===== config.mk =====
export PLATFORM = sky130hd
export DESIGN_NAME = dma_transfer_sequencer
export DESIGN_NICKNAME = d
export VERILOG_FILES = /design/src/rtl/dma_pkg.sv /design/src/rtl/dma_transfer_sequencer.sv
export VERILOG_INCLUDE_DIRS = /design/src /design/src/rtl
export SDC_FILE = /design/constraint.sdc
export NUM_CORES = 1
export LEC_CHECK = 0
export BUFFER_PORTS_ARGS = -buffer_cell sky130_fd_sc_hd__clkbuf_2
export CORE_ASPECT_RATIO = 0.8
export CORE_UTILIZATION = 35
export DETAILED_ROUTE_END_ITERATION = 8
export PLACE_DENSITY_LB_ADDON = 0.08
export SETUP_SLACK_MARGIN = 0.5
export SYNTH_ARGS = -nofsm -noshare
export SYNTH_HDL_FRONTEND = slang
export SYNTH_SLANG_ARGS = --single-unit
export TNS_END_PERCENT = 5

===== constraint.sdc =====
create_clock -name core_clk -period 5.5 [get_ports core_clk]
set_input_delay 0.275 -clock core_clk [delete_from_list [all_inputs] [get_ports core_clk]]
set_output_delay 0.275 -clock core_clk [all_outputs]
set_load 0.01 [all_outputs]

===== src/rtl/dma_params.svh =====
// Named constants for the transfer sequencer.
`ifndef DMA_PARAMS_SVH
`define DMA_PARAMS_SVH
`define XFER_VERIFY 2'h0
`define XFER_WRITE 2'h1
`define XFER_READ 2'h2
`define SVC_DEMAND 2'h0
`define SVC_SINGLE 2'h1
`define SVC_BLOCK 2'h2
`define MASK_RESET 4'hf
`define COUNT_LAST 16'h0000
`define COUNT_STEP 16'h0001
`define ADDR_STEP 16'h0001
`define WORD_RESET 16'h0000
`define BYTE_RESET 8'h00
`define PRI_RESET 2'h0
`define PRI_STEP 2'h1
`define SYNC_RESET 7'h10
`define SYNC_READY 6
`define SYNC_GRANT 5
`define SYNC_EOP 4
`endif


===== src/rtl/dma_pkg.sv =====
// Types shared by the transfer sequencer.
package dma_pkg;
    typedef enum logic [5:0] {
        ST_IDLE = 6'h01,
        ST_HOLD = 6'h02,
        ST_UPPER = 6'h04,
        ST_ADDR = 6'h08,
        ST_EXT = 6'h10,
        ST_RW = 6'h20
    } state_t;
    typedef struct packed {
        logic m2m_enable;
        logic addr_hold;
        logic ctrl_disable;
        logic compressed;
        logic rotating;
    } cmd_t;
    typedef struct packed {
        logic [1:0] xfer_type;
        logic autoinit;
        logic decrement;
        logic [1:0] svc_mode;
    } chan_mode_t;
    typedef struct packed {
        logic write_en;
        logic [1:0] chan;
        logic sel_count;
        logic [15:0] data;
    } prog_t;
endpackage : dma_pkg


===== src/rtl/dma_transfer_sequencer.sv =====
// Four-channel DMA transfer sequencer with priority and memory-to-memory moves.
`include "dma_params.svh"

// Operation
// Write transfer: memory write with I/O read.
// Read transfer: memory read with I/O write.
// Verify: addresses step, strobes stay off.
// Autoinit reloads current from base at end.
// Autoinit channel keeps mask clear at end.
// Host write loads base and current together.
// Memory move uses channels 0, 1 on request 0.
// Move read half uses channel 0 address.
// Move write half uses channel 1 address.
// Channel 1 wrap ends move with end-of-process.
// Channel 0 wrap only autoinitializes channel 0.
// Address hold freezes channel 0 source address.
// External end finishes move after final write.
// Move drives address enable, no channel grant.
// Fixed priority, no preemption during service.
// Rotating priority on each bus release.
// Arbitrate when the hold grant arrives.
// Compressed timing drops the read extend state.
// Compressed end-of-process in address change state; verify transfers drive it in ST_RW instead.
// Upper address byte on data lines, strobed.
// Upper address state only on byte carry; code also enters it at service start and on any high byte change.
// Program only one edge after grant low.
// Disable bit blocks new services.
// Wrap sets status, pulses end, masks channel.
// Pending request raises bus hold request.
// Reset leaves idle with all strobes off.
module dma_transfer_sequencer (
    input wire logic core_clk,
    input wire logic srst,
    input wire logic master_clear,
    input wire dma_pkg::cmd_t cmd,
    input wire dma_pkg::chan_mode_t [3:0] chan_mode,
    input wire dma_pkg::prog_t prog,
    input wire logic [3:0] mask_set,
    input wire logic [3:0] mask_clear,
    input wire logic [3:0] sw_req_set,
    input wire logic [3:0] sw_req_clear,
    input wire logic status_read,
    input wire logic [3:0] channel_request,
    input wire logic bus_hold_grant,
    input wire logic ready,
    input wire logic end_of_process_n_in,
    input wire logic [7:0] data_in,
    output logic bus_hold_request,
    output logic [3:0] channel_grant,
    output logic upper_addr_enable,
    output logic upper_addr_strobe,
    output logic [7:0] low_addr_lines,
    output logic [7:0] data_out,
    output logic data_oe,
    output logic mem_read_strobe_n,
    output logic mem_write_strobe_n,
    output logic io_read_strobe_n,
    output logic io_write_strobe_n,
    output logic end_of_process_n_out,
    output logic end_of_process_n_oe,
    output logic [3:0] terminal_count,
    output logic [3:0] mask_bits,
    output logic prog_ready,
    output logic [7:0] temp_data
);
    logic clr;
    logic [6:0] sync1_reg, sync2_reg, sync3_reg, pin_reg;
    logic grant_s, ready_s, eop_ext;
    logic [3:0] req_s;
    logic prog_ok_reg, prog_take, grant_low_reg;
    dma_pkg::state_t state_reg, state_next;
    logic [1:0] chan_reg, chan_next, pri_top_reg;
    logic m2m_reg, m2m_next, phase_reg, phase_next, stop_reg;
    logic [7:0] latched_hi_reg, temp_reg;
    logic [15:0] cur_addr_reg [4];
    logic [15:0] cur_cnt_reg [4];
    logic [15:0] base_addr_reg [4];
    logic [15:0] base_cnt_reg [4];
    logic [3:0] mask_reg, sw_req_reg, tc_reg, pending;
    logic [1:0] idx, idx_next, winner;
    logic found;
    logic [15:0] addr_c, cnt_c, addr_new, out_addr, out_cnt;
    logic verify, compress, wrap, xfer_done, tc_evt, ch0_wrap, term_evt, end_evt;
    logic reload_evt, active_next, verify_n, rd_pulse, wr_pulse, eop_drive;

    assign clr = srst | master_clear;

    // Pins pass three flops; a level counts once the last two agree.
    always_ff @(posedge core_clk) begin
        if (srst) begin
            sync1_reg <= `SYNC_RESET;
            sync2_reg <= `SYNC_RESET;
            sync3_reg <= `SYNC_RESET;
            pin_reg <= `SYNC_RESET;
        end else begin
            sync1_reg <= {ready, bus_hold_grant, end_of_process_n_in, channel_request};
            sync2_reg <= sync1_reg;
            sync3_reg <= sync2_reg;
            pin_reg <= (sync2_reg & sync3_reg) | (pin_reg & (sync2_reg ^ sync3_reg));
        end
    end

    assign ready_s = pin_reg[`SYNC_READY];
    assign grant_s = pin_reg[`SYNC_GRANT];
    assign eop_ext = ~pin_reg[`SYNC_EOP];
    assign req_s = pin_reg[3:0];

    // program window opens one edge after grant is seen low
    always_ff @(posedge core_clk) begin
        if (clr) begin
            prog_ok_reg <= 1'b0;
        end else begin
            prog_ok_reg <= ~grant_s;
        end
    end
    assign prog_take = prog.write_en & prog_ok_reg & ~grant_s;

    // disable bit gates every new service
    assign pending = ((req_s & ~mask_reg) | sw_req_reg) & {4{~cmd.ctrl_disable}};

    // search from the current top channel downward in rank
    always_comb begin
        logic [1:0] cand;
        cand = 2'h0;
        winner = 2'h0;
        found = 1'b0;
        for (int i = 0; i < 4; i++) begin
            cand = pri_top_reg + i[1:0];
            if (!found && pending[cand]) begin
                winner = cand;
                found = 1'b1;
            end
        end
    end

    // read half addresses channel 0; R9: write half channel 1
    assign idx = m2m_reg ? {1'b0, phase_reg} : chan_reg;
    assign addr_c = cur_addr_reg[idx];
    assign cnt_c = cur_cnt_reg[idx];
    // address hold freezes the source side only
    assign addr_new = (m2m_reg & ~phase_reg & cmd.addr_hold) ? addr_c :
        chan_mode[idx].decrement ? addr_c - `ADDR_STEP : addr_c + `ADDR_STEP;
    assign verify = (chan_mode[chan_reg].xfer_type == `XFER_VERIFY) & ~m2m_reg;
    // compressed timing is not used on memory moves
    assign compress = cmd.compressed & ~m2m_reg;
    assign wrap = cnt_c == `COUNT_LAST;
    // ready is ignored in verify
    assign xfer_done = (state_reg == dma_pkg::ST_RW) & (ready_s | verify);
    // channel 1 wrap is the terminal count of a move
    assign tc_evt = xfer_done & wrap & ~(m2m_reg & ~phase_reg);
    // channel 0 wrap raises no count and no end signal
    assign ch0_wrap = xfer_done & wrap & m2m_reg & ~phase_reg;
    // external end on a move waits for the end of the write half
    assign term_evt = m2m_reg ? xfer_done & phase_reg & (tc_evt | stop_reg | eop_ext) :
        xfer_done & (tc_evt | eop_ext);
    assign end_evt = term_evt | (xfer_done & ~m2m_reg &
        ((chan_mode[chan_reg].svc_mode == `SVC_SINGLE) |
         ((chan_mode[chan_reg].svc_mode == `SVC_DEMAND) & ~req_s[chan_reg])));
    assign reload_evt = (term_evt | ch0_wrap) & chan_mode[idx].autoinit;

    always_comb begin
        state_next = state_reg;
        chan_next = chan_reg;
        m2m_next = m2m_reg;
        phase_next = phase_reg;
        case (state_reg)
            dma_pkg::ST_IDLE: begin
                // any qualifying request asks for the bus
                if (|pending) begin
                    state_next = dma_pkg::ST_HOLD;
                end
            end
            dma_pkg::ST_HOLD: begin
                // arbitration happens as the grant returns
                if (grant_s && grant_low_reg) begin
                    if (found) begin
                        state_next = dma_pkg::ST_UPPER;
                        chan_next = winner;
                        // a channel 0 win starts a memory move
                        m2m_next = cmd.m2m_enable & (winner == 2'h0);
                        phase_next = 1'b0;
                    end else begin
                        state_next = dma_pkg::ST_IDLE;
                    end
                end
            end
            dma_pkg::ST_UPPER: state_next = dma_pkg::ST_ADDR;
            dma_pkg::ST_ADDR: begin
                // compressed timing skips the read extend state
                state_next = compress ? dma_pkg::ST_RW : dma_pkg::ST_EXT;
            end
            dma_pkg::ST_EXT: state_next = dma_pkg::ST_RW;
            dma_pkg::ST_RW: begin
                if (xfer_done) begin
                    if (end_evt) begin
                        state_next = dma_pkg::ST_IDLE;
                    end else begin
                        phase_next = m2m_reg & ~phase_reg;
                        state_next = dma_pkg::ST_ADDR;
                    end
                end
            end
            default: state_next = dma_pkg::ST_IDLE;
        endcase
        // after ST_RW, upper address state only when the high byte changes
        if (state_reg == dma_pkg::ST_RW && state_next == dma_pkg::ST_ADDR &&
            out_addr[15:8] != latched_hi_reg) begin
            state_next = dma_pkg::ST_UPPER;
        end
    end

    assign idx_next = m2m_next ? {1'b0, phase_next} : chan_next;
    assign out_addr = (xfer_done && idx_next == idx) ? addr_new : cur_addr_reg[idx_next];
    assign out_cnt = (xfer_done && idx_next == idx) ? cnt_c - `COUNT_STEP :
        cur_cnt_reg[idx_next];

    always_ff @(posedge core_clk) begin
        if (clr) begin
            state_reg <= dma_pkg::ST_IDLE;
            chan_reg <= 2'h0;
            m2m_reg <= 1'b0;
            phase_reg <= 1'b0;
        end else begin
            state_reg <= state_next;
            chan_reg <= chan_next;
            m2m_reg <= m2m_next;
            phase_reg <= phase_next;
        end
    end

    always_ff @(posedge core_clk) begin
        if (clr || state_reg == dma_pkg::ST_IDLE) begin
            stop_reg <= 1'b0;
        end else if (m2m_reg && eop_ext) begin
            stop_reg <= 1'b1;
        end
    end

    always_ff @(posedge core_clk) begin
        if (clr || !grant_s) begin
            grant_low_reg <= 1'b1;
        end else if (!bus_hold_request) begin
            grant_low_reg <= 1'b0;
        end
    end

    // after a release the next channel in line ranks highest
    always_ff @(posedge core_clk) begin
        if (clr || !cmd.rotating) begin
            pri_top_reg <= `PRI_RESET;
        end else if (state_reg == dma_pkg::ST_RW && state_next == dma_pkg::ST_IDLE) begin
            pri_top_reg <= chan_reg + `PRI_STEP;
        end
    end

    // Address and count files of all four channels.
    always_ff @(posedge core_clk) begin
        if (clr) begin
            for (int i = 0; i < 4; i++) begin
                cur_addr_reg[i] <= `WORD_RESET;
                cur_cnt_reg[i] <= `WORD_RESET;
                base_addr_reg[i] <= `WORD_RESET;
                base_cnt_reg[i] <= `WORD_RESET;
            end
        end else begin
            // host write loads base and current at once
            if (prog_take && !prog.sel_count) begin
                base_addr_reg[prog.chan] <= prog.data;
                cur_addr_reg[prog.chan] <= prog.data;
            end
            if (prog_take && prog.sel_count) begin
                base_cnt_reg[prog.chan] <= prog.data;
                cur_cnt_reg[prog.chan] <= prog.data;
            end
            if (xfer_done) begin
                cur_addr_reg[idx] <= addr_new;
                cur_cnt_reg[idx] <= cnt_c - `COUNT_STEP;
            end
            // autoinit restores both current registers
            if (reload_evt) begin
                cur_addr_reg[idx] <= base_addr_reg[idx];
                cur_cnt_reg[idx] <= base_cnt_reg[idx];
            end
        end
    end

    // masking without autoinit; R5: autoinit leaves mask alone
    always_ff @(posedge core_clk) begin
        if (clr) begin
            mask_reg <= `MASK_RESET;
        end else begin
            mask_reg <= (mask_reg & ~mask_clear) | mask_set |
                ({3'h0, term_evt & ~chan_mode[idx].autoinit} << idx);
        end
    end

    always_ff @(posedge core_clk) begin
        if (clr) begin
            sw_req_reg <= 4'h0;
        end else begin
            sw_req_reg <= (sw_req_reg & ~sw_req_clear &
                ~({3'h0, term_evt} << chan_reg)) | sw_req_set;
        end
    end

    // terminal status sets; a set beats a read clear
    always_ff @(posedge core_clk) begin
        if (clr) begin
            tc_reg <= 4'h0;
        end else begin
            tc_reg <= (tc_reg & {4{~status_read}}) | ({3'h0, term_evt} << idx);
        end
    end

    // the byte read on a move is held for the write half
    always_ff @(posedge core_clk) begin
        if (clr) begin
            temp_reg <= `BYTE_RESET;
        end else if (xfer_done && m2m_reg && !phase_reg) begin
            temp_reg <= data_in;
        end
    end

    assign active_next = state_next != dma_pkg::ST_IDLE && state_next != dma_pkg::ST_HOLD;
    assign verify_n = (chan_mode[chan_next].xfer_type == `XFER_VERIFY) & ~m2m_next;
    assign rd_pulse = state_next == dma_pkg::ST_EXT || state_next == dma_pkg::ST_RW;
    assign wr_pulse = state_next == dma_pkg::ST_RW;
    // compressed timing drives the end in the address change state for reads and writes, in ST_RW for verify
    assign eop_drive = (out_cnt == `COUNT_LAST) & ~(m2m_next & ~phase_next) & ~verify_n &
        ((cmd.compressed & ~m2m_next) ? state_next == dma_pkg::ST_ADDR : wr_pulse) |
        ((out_cnt == `COUNT_LAST) & verify_n & wr_pulse);

    // reset leaves every strobe and enable off
    always_ff @(posedge core_clk) begin
        if (clr) begin
            bus_hold_request <= 1'b0;
            channel_grant <= 4'h0;
            upper_addr_enable <= 1'b0;
            upper_addr_strobe <= 1'b0;
            low_addr_lines <= `BYTE_RESET;
            data_out <= `BYTE_RESET;
            data_oe <= 1'b0;
            latched_hi_reg <= `BYTE_RESET;
            mem_read_strobe_n <= 1'b1;
            mem_write_strobe_n <= 1'b1;
            io_read_strobe_n <= 1'b1;
            io_write_strobe_n <= 1'b1;
            end_of_process_n_out <= 1'b1;
            end_of_process_n_oe <= 1'b0;
        end else begin
            bus_hold_request <= state_next != dma_pkg::ST_IDLE;
            // moves keep every channel grant off
            channel_grant <= (active_next && !m2m_next) ? 4'h1 << chan_next : 4'h0;
            upper_addr_enable <= active_next;
            // upper byte on the data lines, strobed into the latch
            upper_addr_strobe <= state_next == dma_pkg::ST_UPPER;
            low_addr_lines <= out_addr[7:0];
            data_out <= (state_next == dma_pkg::ST_UPPER) ? out_addr[15:8] : temp_reg;
            data_oe <= state_next == dma_pkg::ST_UPPER || (m2m_next && phase_next && wr_pulse);
            if (state_next == dma_pkg::ST_UPPER) begin
                latched_hi_reg <= out_addr[15:8];
            end
            // write type pairs memory write with I/O read
            // read type pairs memory read with I/O write
            mem_read_strobe_n <= ~(rd_pulse && (m2m_next ? !phase_next :
                chan_mode[chan_next].xfer_type == `XFER_READ));
            mem_write_strobe_n <= ~(wr_pulse && (m2m_next ? phase_next :
                chan_mode[chan_next].xfer_type == `XFER_WRITE));
            io_read_strobe_n <= ~(rd_pulse && !m2m_next &&
                chan_mode[chan_next].xfer_type == `XFER_WRITE);
            io_write_strobe_n <= ~(wr_pulse && !m2m_next &&
                chan_mode[chan_next].xfer_type == `XFER_READ);
            end_of_process_n_out <= ~eop_drive;
            end_of_process_n_oe <= eop_drive;
        end
    end

    assign terminal_count = tc_reg;
    assign mask_bits = mask_reg;
    assign prog_ready = prog_ok_reg;
    assign temp_data = temp_reg;

    a_write_pair: assert property (@(posedge core_clk) disable iff (clr)
        (|channel_grant && !mem_write_strobe_n) |-> !io_read_strobe_n)
        else $error("memory write without I/O read");
    a_read_pair: assert property (@(posedge core_clk) disable iff (clr)
        (|channel_grant && !io_write_strobe_n) |-> !mem_read_strobe_n)
        else $error("I/O write without memory read");
    a_verify_quiet: assert property (@(posedge core_clk) disable iff (clr)
        ($past(active_next) && $past(verify_n)) |->
        (mem_read_strobe_n && mem_write_strobe_n && io_read_strobe_n && io_write_strobe_n))
        else $error("strobe active in verify");
    a_autoinit_load: assert property (@(posedge core_clk) disable iff (clr)
        (reload_evt && !prog_take) |=> cur_cnt_reg[$past(idx)] == base_cnt_reg[$past(idx)])
        else $error("autoinit did not reload count");
    a_move_no_grant: assert property (@(posedge core_clk) disable iff (clr)
        (m2m_reg && state_reg != dma_pkg::ST_IDLE && state_reg != dma_pkg::ST_HOLD) |->
        (channel_grant == 4'h0 && upper_addr_enable))
        else $error("grant during memory move");
    a_no_preempt: assert property (@(posedge core_clk) disable iff (clr)
        (state_reg == dma_pkg::ST_UPPER || state_reg == dma_pkg::ST_ADDR) |=>
        $stable(chan_reg))
        else $error("channel changed mid service");
    a_compress_skip: assert property (@(posedge core_clk) disable iff (clr)
        (state_reg == dma_pkg::ST_ADDR && compress) |=> state_reg == dma_pkg::ST_RW)
        else $error("extend state under compressed timing");
    a_prog_window: assert property (@(posedge core_clk) disable iff (clr)
        prog_take |-> (!grant_s && $past(grant_s) == 1'b0))
        else $error("programming accepted near grant");
    a_mask_on_end: assert property (@(posedge core_clk) disable iff (clr)
        (term_evt && !chan_mode[idx].autoinit) |=> mask_reg[$past(idx)])
        else $error("mask not set at end");
    a_hold_request: assert property (@(posedge core_clk) disable iff (clr)
        (state_reg == dma_pkg::ST_IDLE && |pending) |=> ##[0:1] bus_hold_request)
        else $error("no hold request for pending channel");
    a_move_stop: assert property (@(posedge core_clk) disable iff (clr)
        (m2m_reg && !phase_reg && state_reg == dma_pkg::ST_RW) |-> state_next != dma_pkg::ST_IDLE)
        else $error("move released before final write");
endmodule : dma_transfer_sequencer


After elaboration in Yosys (flattened, before gate mapping). Memories as Yosys holds them, arrays and structs flattened. Cells that the tools add are included.

Memories kept: 4. Input port bits: 84. Flip-flop bits (word level): 101. Output and inout bits: 47. Bits in writable memories: 256.

Reductions and logical operators: 51. Muxes and demuxes: 88. Shift-type cells: 4. Eq/ne operators: 19. Bitwise gates (word level): 77. Add/subtract/negate cells: 7. $lt $le $gt $ge: 7.

Memories: base_addr_reg (words 4, width 16, read ports 1, clocked after Yosys merged registers in 0, write ports 4, line dma_transfer_sequencer.sv:77) `logic [15:0] base_addr_reg [4];`; base_cnt_reg (words 4, width 16, read ports 1, clocked after Yosys merged registers in 0, write ports 4, line dma_transfer_sequencer.sv:78) `logic [15:0] base_cnt_reg [4];`; cur_addr_reg (words 4, width 16, read ports 2, clocked after Yosys merged registers in 0, write ports 4, line dma_transfer_sequencer.sv:75) `logic [15:0] cur_addr_reg [4];`; cur_cnt_reg (words 4, width 16, read ports 2, clocked after Yosys merged registers in 0, write ports 4, line dma_transfer_sequencer.sv:76) `logic [15:0] cur_cnt_reg [4];`.

Operators with widths (number): 16-bit two-way mux (12); 16-bit OR reduction (6); 6-bit two-way mux (7); 1-bit two-way mux (40); 6-bit binary-select mux with 2-bit select (3); 6-bit case mux with 6 select lines (1); 16-bit zero test (2); 16-bit by 1-bit subtractor with 16-bit output, second input constant (2); 2-bit two-way mux (15); 1-bit bitwise AND (28); 4-bit bitwise AND (6); 1-bit logical AND (23); 2-bit by 3-bit < comparator with 1-bit output, second input constant (7); 4-bit OR (5); 1-bit inverter (19); 6-bit by 4-bit == test with 1-bit output, second input constant (3); 16-bit by 1-bit adder with 16-bit output, second input constant (1); 4-bit inverter (4); 7-bit bitwise AND (2); 6-bit by 1-bit == test with 1-bit output, second input constant (2); 6-bit by 3-bit == test with 1-bit output, second input constant (2); 6-bit by 5-bit == test with 1-bit output, second input constant (2); 6-bit == test, second input constant (2); 1-bit by 2-bit left shift with 4-bit output (3); other kinds (23) (56).

Depth between registers and ports, before layout. Gate-level depths: netlist of the first run.

Depth in word-level cells: 33. Gate-level depth with buffers: 26.

Least setup slack after synthesis of the first run. No wires, ideal clock.

Path kind: reg-to-reg. Start: register chan_reg[0]. End: register end_of_process_n_out. Library setup time: 0.127 ns. Path slack: -0.411 ns. Clock period less this slack: 5.911 ns. Arrival time: 5.784 ns. Stages on the path, launching flop included: 24. Required time: 5.373 ns. Cells stage by stage: dfxtp_1 > buf_6 > buf_6 > buf_6 > clkbuf_1 > clkbuf_1 > clkbuf_1 > clkbuf_1 > mux4_2 > nand2_1 > o21ai_0 > ha_1 > and2_1 > o311ai_0 > a311o_1 > xnor2_1 > mux2i_1 > xor2_1 > nand3_1 > o31a_1 > or4_4 > o21ai_1 > a41oi_1 > or3_1.

Word-level cells in the longest chain between the ends: 28. Elaborated cells between the ends (all ways): 74. Classes of those cells: add/sub (3); eq/ne (6); mux (26); bitwise (29); reduce/logical (8); memory (2).

Ends and longest elaborated chain: from (decl) (line dma_transfer_sequencer.sv:72) `logic [1:0] chan_reg, chan_next, pri_top_reg;`; from (signal assigned) (line dma_transfer_sequencer.sv:225) `chan_reg <= chan_next;`; parallel branches: the longest is 26 deep, another holds 6-bit binary-select mux with 2-bit select; 1-bit OR * (line dma_transfer_sequencer.sv:329) `` assign eop_drive = (out_cnt == `COUNT_LAST) & ~(m2m_next & ~phase_next) & ~verify_n & ``; 1-bit inverter * (line dma_transfer_sequencer.sv:373) `end_of_process_n_out <= ~eop_drive;`; to (signal assigned) (line dma_transfer_sequencer.sv:373); to (decl) (line dma_transfer_sequencer.sv:59) `output logic end_of_process_n_out,`.

Mark *: on every way between the ends. The select of a mux whose other input is x is not followed. A chain may end at the register's enable or synchronous reset.

Final worst setup path of the first run.
Start: register chan_reg[0]. End: register latched_hi_reg[5].

Word-level cells in the longest chain between the ends: 24. Elaborated cells between the ends (all ways): 54. Classes of those cells: add/sub (2); eq/ne (5); mux (22); bitwise (17); reduce/logical (6); memory (2).

Ends and longest elaborated chain: parallel branches: the longest is 24 deep, another holds 6-bit binary-select mux with 2-bit select; to (signal assigned) (line dma_transfer_sequencer.sv:343) `` latched_hi_reg <= `BYTE_RESET; ``; to (signal assigned) (line dma_transfer_sequencer.sv:361) `latched_hi_reg <= out_addr[15:8];`; to (decl) (line dma_transfer_sequencer.sv:74) `logic [7:0] latched_hi_reg, temp_reg;`.

Several ways; the timed one is not identified. The select of a mux whose other input is x is not followed.

==> results of run 1 <==
[layout make-up]
| class | instances | area (µm²) | share of cell area |
|---|---|---|---|
| clock inverters | 21 | 240 | 0.0106 |
| repair buffers | 261 | 1760 | 0.0778 |
| diodes | 1 | 2.50 | 0.000110 |
| clock buffers | 54 | 1130 | 0.0497 |
| inverters | 30 | 113 | 0.00497 |
| multi-input cells | 1381 | 8820 | 0.389 |
| flip-flops and latches | 357 | 9720 | 0.429 |
| well taps | 693 | 867 | 0.0383 |
[cell usage after synthesis (39+ instances only)]
master and count:
edfxtp_1 256, nand2_1 240, o21ai_0 216, nor2_1 131, and2_1 126, dfxtp_1 101, clkbuf_1 96, mux2i_1 67
a21oi_1 64, mux2_2 48, nand3_1 40, nor3_1 39
[report_power, final]
group | total, µW | internal, µW | switching, µW | leakage, µW
clock network | 2850 | 1640 | 1210 | 0.000671
logic | 550 | 203 | 347 | 0.00423
registers | 3030 | 2970 | 63.3 | 0.00367
[cells by family after synthesis]
logic type / after synthesis
and+or+nand+nor: 735
AOI/OAI and AO/OA: 473
DFF: 357
buffers and inverters: 147
muxes: 117
xor gates and xnor gates: 32
adders and majority gates: 24
[routing by layer]
metal	part of all wire	up-vias	track usage	routed length, µm
li1	-	7359	-	-
met1	0.48	7732	0.399	34400
met2	0.40	741	0.352	28600
met3	0.11	84	0.0764	7670
met4	0.017	2	0.0543	1200
met5	0.00017	-	0	12
[worst paths after layout]
path | end | slack (ns) | cells past startpoint | from
hold / removal | terminal_count[1]$_SDFF_PP0_ | 0.06 | 4 | status_read
hold reg to reg | sync2_reg[4]$_SDFF_PP1_ | 0.43 | 1 | sync1_reg[4]$_SDFF_PP1_
setup reg to reg | latched_hi_reg[5]$_SDFFE_PP0P_ | 0.66 | 19 | chan_reg[0]$_SDFF_PP0_
setup / recovery | latched_hi_reg[5]$_SDFFE_PP0P_ | 0.66 | 19 | chan_reg[0]$_SDFF_PP0_
[through the flow]
step | setup WS, ns | cells | power, µW | hold WS [ns]
after CTS | 0.498 | 2787 | 6470 | 0.0164
after global routing | 0.438 | 2797 | 6630 | 0.0796
after global placement | 0.323 | 2672 | 3590 | 0.411
after detailed placement | 0.201 | 2673 | 3590 | 0.415
after floorplan | 0.522 | 1885 | 3340 | 0.379
final | 0.662 | 2798 | 6440 | 0.0576
[critical path, delay by kind of cell, from the launching register on]
| kind | cells | cell delay [ns] |
|---|---|---|
| compound gates | 8 | 2.15 |
| simple gates | 7 | 1.19 |
| flops | 1 | 0.41 |
| buf+inv | 2 | 0.37 |
| mux | 1 | 0.35 |
| fa+ha+maj | 1 | 0.24 |
[timing repair]
| action | in CTS | in global routing |
|---|---|---|
| pin swaps | 1 | 13 |
| setup endpoints to repair | 21 | 28 |
| resized for setup | 11 | 45 |
| endpoints found under the hold margin | 25 | 0 |
| gates cloned | 0 | 2 |
| setup buffers | 7 | 8 |
| hold buffers | 32 | 0 |
==> summary.txt, run 1 <==
STA
  – RSZ-0062 raised after global routing: yes
  – Endpoints failing setup: 0
  – Final Skew: between 0.02 and 0.025 ns
  – Worst slew pin tran: 1.24 ns
  – Fin crit share: 0.880
  – Final Hold Viols: 0
  – Max Clock Freq: roughly 210 MHz
  – Slew headroom: 0.168
  – Total negative slack: 0 ns
  – Final slew viol count: 0
  – Min Tclk post-route: approximately 4.8 ns

Synth
  – Synth Area in Simple Gates: 0.193
  – Register area share after synthesis: 0.515
  – Mean Syn Cell Area: between 10 and 15 µm²
  – Complex-gate fraction of the synthesized area: 0.162
  – Area of the mapped netlist: 0.0189 mm²
  – Main combinational cell family by area after synthesis: simple AND/OR/NAND/NOR gates
  – Seq cells post-synth: 357
  – Post-Synth Adder-Cell Area: 0.0163
  – Synth Area in XOR/XNOR: 0.0149
  – Synth cell types: 91
  – Dominant synthesized flop cell: edfxtp_1
  – Top-area cell type share of the netlist area: 0.408
  – Ys async rst share: 0
  – Post-synth EDFFs: 256
  – Ranking of synthesized cells by area: edfxtp_1 41%, dfxtp_1 11%, o21ai_0 5.7%
  – Cell taking the most area after synthesis: edfxtp_1
  – Ys Warns: 0
  – Gate count of the mapped netlist: around 1.9k
  – Mux cell area share after synthesis: 0.0660
  – Post-Syn Nets: 1993

Cells and area
  – Filler cells: 5152
  – Layout area overhead: 20.1%
  – Post-route design area: 0.0226 mm²
  – Share of cells above drive strength 1: 0.199
  – Final core utilization: 0.429
  – Nets: approximately 2.2k
  – Leading cell type in the layout, fill and taps excluded: edfxtp_1
  – Most frequent cells in the layout: 256 x edfxtp_1, 235 x nand2_1, 208 x o21ai_0

Setup path
  – CP required: 5.98 ns
  – Slowest stage cell, crit path: or4_4
  – Worst setup SP type: flip-flop
  – Worst path max stage delay: 0.45 ns
  – Crit path arrival time: approximately 5.3 ns
  – Crit path cell chain: buf_2, mux2_2, a221o_1, nor2_4, fa_1, nor2b_2, o31a_1, o31a_1, or3_1, a31oi_2, nor2_1, o21ai_1, nor2_1, a221o_1, or4_4, o21ai_4, buf_6, nor3_1, a31o_2
  – Critical path class: reg -> reg
  – CP Max Fanout: 6
  – CP Capture Type: flip-flop

Placed design
  – GPL Wtd Cong: 0.899
  – Placed Instance Area: 0.0206 mm²
  – DP Wirelength: 51.5 mm
  – Buffers on Ports: 130

Clock network
  – Clk root buf: clkbuf_16
  – Clk sink count: 357
  – TritonCTS clock tree: yes
  – Clk slew on worst S/H paths: 0.06 ns
  – H-tree lvl count: 2
  – TritonCTS buffer count: 41
  – Clock Tree Buf Depth: 3
  – Clk_lat worst skew: 0.59 ns

Routing
  – Via Count: between 15k and 20k
  – 1st-pass router iterations: 7
  – 1st-iter DRT viols: 1804
  – Post-DR wirelength/cell: 25.7 µm
  – Antenna Nets Post-Route: 0
  – DRC: 0
  – Routed vias/inst: between 5 and 6
  – DRT Wirelength: 71.9 mm

Job
  – MaxCap Viol Count: 0

Floorplan
  – Die Area: 0.0548 mm²
  – Initial core utilization: 0.357
  – Die Height: approximately 210 µm
  – Core box area: 0.0528 mm²
  – Die W: about 260 µm
  – # rows: 75
  – I/O pin cnt: 131

Global routing
  – Number of global-route vias before repair: 15.1k
  – Global-route wire length before repair: between 100 and 150 mm
  – GRT overflow: 0
  – Largest net degree at the start of global routing: 66
  – GRT Total Usage: 0.259
  – Initial antenna violation count: 4

Power and ir drop
  – Pwr per Cell Area: 284 mW/mm²
  – Worst vdd ir: 0.000190 V
  – Leak: 0.00857 µW

Status
  – Status: finished clean

Worst hold path
  – Tightest Hold Check Type: in -> reg
No activity file was read; power rests on OpenSTA's default activity.
==> run 2: changes to the inputs <==
--- a/config.mk
+++ b/config.mk
@@ -6,6 +6,7 @@
 export SDC_FILE = /design/constraint.sdc
 export NUM_CORES = 1
 export LEC_CHECK = 0
+export ABC_AREA = 1
 export BUFFER_PORTS_ARGS = -buffer_cell sky130_fd_sc_hd__clkbuf_2
 export CORE_ASPECT_RATIO = 0.8
 export CORE_UTILIZATION = 35
==> summary.txt, run 2 <==
Global routing
  – Number of global-route vias before repair: between 10k and 15k
  – Initial antenna violation count: 2
  – Global-route wire length before repair: 98.0 mm
  – GRT Total Usage: 0.253
  – Largest net degree at the start of global routing: 54
  – GRT overflow: 0

STA
  – RSZ-0062 raised after global routing: no
  – WHS: approximately 0.043 ns
  – Fin crit share: 0.828
  – Endpoints failing setup: 0
  – Final Skew: about 0.036 ns
  – Final slew viol count: 0
  – Min Tclk post-route: 4.55 ns
  – Max Clock Freq: 220 MHz
  – Final Hold Viols: 0
  – Slew headroom: 0.161
  – Total negative slack: 0 ns
  – Worst slew pin tran: around 1.3 ns

Floorplan
  – I/O pin cnt: 131
  – Die Height: 206 µm
  – Die Area: 0.0529 mm²
  – Initial core utilization: 0.355
  – Die W: 257 µm
  – # rows: between 70 and 80
  – Core box area: 0.0512 mm²

Setup path
  – CP Max Fanout: 19
  – CP top delay family: buffers and inverters
  – CP Capture Type: flip-flop
  – Crit path cell chain: inv_4, nand3_4, inv_2, buf_4, a31oi_1, nand2_1, nand2_2, nor2_1, buf_4, clkinv_1, o21ai_0, nand2_1, clkinvlp_4, buf_4, nand4_1, o21ai_0, nand3_1, nand2_1, inv_1
  – Slowest stage cell, crit path: dfxtp_4
  – Critical path class: reg -> reg
  – CP required: 5.84 ns
  – Critical path buffers and inverters: 8
  – Worst path max stage delay: 0.39 ns
  – Crit path arrival time: slightly below 5 ns
  – Worst setup SP type: flip-flop

Worst hold path
  – Tightest Hold Check Type: in -> reg

Placed design
  – DP Wirelength: 49.0 mm
  – GPL Wtd Cong: 0.940
  – Buffers on Ports: 130

Clock network
  – Clk_lat worst skew: a little under 0.6 ns
  – Clk sink count: around 360
  – Clk root buf: clkbuf_16
  – Clk slew on worst S/H paths: roughly 0.060 ns
  – Clock Tree Buf Depth: 3
  – H-tree lvl count: 2
  – TritonCTS buffer count: 40
  – TritonCTS clock tree: yes

Status
  – Status: finished clean

Routing
  – Routed vias/inst: 5.30
  – 1st-pass router iterations: 6
  – DRC: 0
  – Via Count: 16.1k
  – 1st-iter DRT viols: 1699
  – DRT Wirelength: between 60 and 70 mm
  – Antenna Nets Post-Route: 0
  – Post-DR wirelength/cell: 22.2 µm

Synth
  – Post-synth EDFFs: 256
  – Seq cells post-synth: between 300 and 400
  – Mux cell area share after synthesis: 0.00165
  – Top-count cell post-synth: nand2_1
  – Ys Warns: 0
  – Gate count of the mapped netlist: 2156
  – Dominant synthesized flop cell: edfxtp_1
  – Main combinational cell family by area after synthesis: simple AND/OR/NAND/NOR gates
  – Synth cell types: 56
  – Register area share after synthesis: 0.534
  – Complex-gate fraction of the synthesized area: 0.132
  – Synth Area in XOR/XNOR: 0.0116
  – Top-area cell type share of the netlist area: 0.423
  – Ys async rst share: 0
  – Post-Synth Adder-Cell Area: 0.0169
  – Synth Area in Simple Gates: 0.236
  – Area of the mapped netlist: 0.0182 mm²
  – Cell taking the most area after synthesis: edfxtp_1
  – Mean Syn Cell Area: 8.43 µm²
  – Post-synth top cells: 464 x nand2_1, 316 x nor2_1, 256 x edfxtp_1
  – Ranking of synthesized cells by area: edfxtp_1 42%, dfxtp_1 11%, nand2_1 9.6%
  – Post-Syn Nets: about 2.3k

Cells and area
  – Leading cell type in the layout, fill and taps excluded: nand2_1
  – Layout area overhead: 17.7%
  – Antenna diodes: 0
  – Nets: 2428
  – Share of cells above drive strength 1: 0.134
  – Final core utilization: 0.418
  – Most frequent cells in the layout: 457 x nand2_1, 314 x nor2_1, 256 x edfxtp_1

Power and ir drop
  – Leak: 0.00898 µW
  – Pwr per Cell Area: 286 mW/mm²
  – Worst vdd ir: 0.000191 V

Job
  – MaxCap Viol Count: 0
-- run 2: cell types whose count changed in the layout (fill, tap and decap cells not counted), sizes merged, moves of 38 or more --
| cell | previous run | this run |
|---|---|---|
| and2 | 127 | 1 |
| inv | 34 | 190 |
| mux2 | 49 | 0 |
| mux2i | 67 | 3 |
| nand2 | 240 | 475 |
| nand3 | 40 | 148 |
| nor2 | 132 | 323 |
| nor2b | 38 | 0 |
-- run 2: logic make-up (layout without fill, tap and decap cells) --
kind of cell	after synthesis	count (layout)
muxes	3	3
adders and majority gates	24	24
AOI/OAI and AO/OA	421	421
buffers and inverters	306	501
DFF	357	357
xor gates and xnor gates	24	24
and+or+nand+nor	1021	1021
-- run 2: metal layers --
| layer | track usage | share of wire |
|---|---|---|
| met1 | 0.386 | 0.48 |
| met2 | 0.347 | 0.40 |
| met4 | 0.0699 | 0.023 |
| met5 | 0 | 0.00040 |
| met3 | 0.0622 | 0.10 |
-- run 2: worst paths after layout --
path                      startpoint                            end  slack [ns]  cells after the start
min reg2reg  sync1_reg[2]$_SDFF_PP0_        sync2_reg[2]$_SDFF_PP0_        0.40                      2
min                           cmd[0]    pri_top_reg[1]$_SDFFE_PP0P_        0.04                      3
max               m2m_reg$_SDFF_PP0_  cur_addr_reg[1][12]$_DFFE_PP_        0.95                     19
max reg2reg       m2m_reg$_SDFF_PP0_  cur_addr_reg[1][12]$_DFFE_PP_        0.95                     19
-- run 2: final cells by class --
| class | instances | area [µm²] |
|---|---|---|
| fillers | 5066 | 29800 |
| flip-flops and latches | 357 | 9720 |
| multi-input cells | 1493 | 7330 |
| repair buffers | 225 | 1470 |
| clock buffers | 54 | 1100 |
| well taps | 684 | 856 |
| inverters | 203 | 776 |
| clock inverters | 19 | 149 |
-- run 2: where the power goes --
part	leakage, µW	internal, µW	switching, µW	total (µW)
clock network	0.000619	1500	1110	2610
registers	0.00367	2970	50.7	3020
logic	0.00469	145	336	481
total	0.00898	4610	1500	6110
-- run 2: through the flow --
step	area [µm²]	cells	total power [µW]	setup slack (ns)
after global placement	19700	2921	3540	0.487
after floorplan	18200	2156	3310	1.26
after CTS	21200	3022	6150	0.506
after global routing	21400	3035	6310	0.459
after detailed placement	19700	2921	3530	0.538
final	21400	3035	6110	0.946
-- run 2: worst min-delay path: stages --
cell      delay [ns]
clkbuf_2        0.08
nand2_1         0.13
a311oi_1        0.06
-- run 2: timing repair --
action,CTS,global route
setup endpoints to repair,0,37
hold buffers,28,0
endpoints found under the hold margin,25,0
gates resized for setup,0,23
buffers inserted,0,13
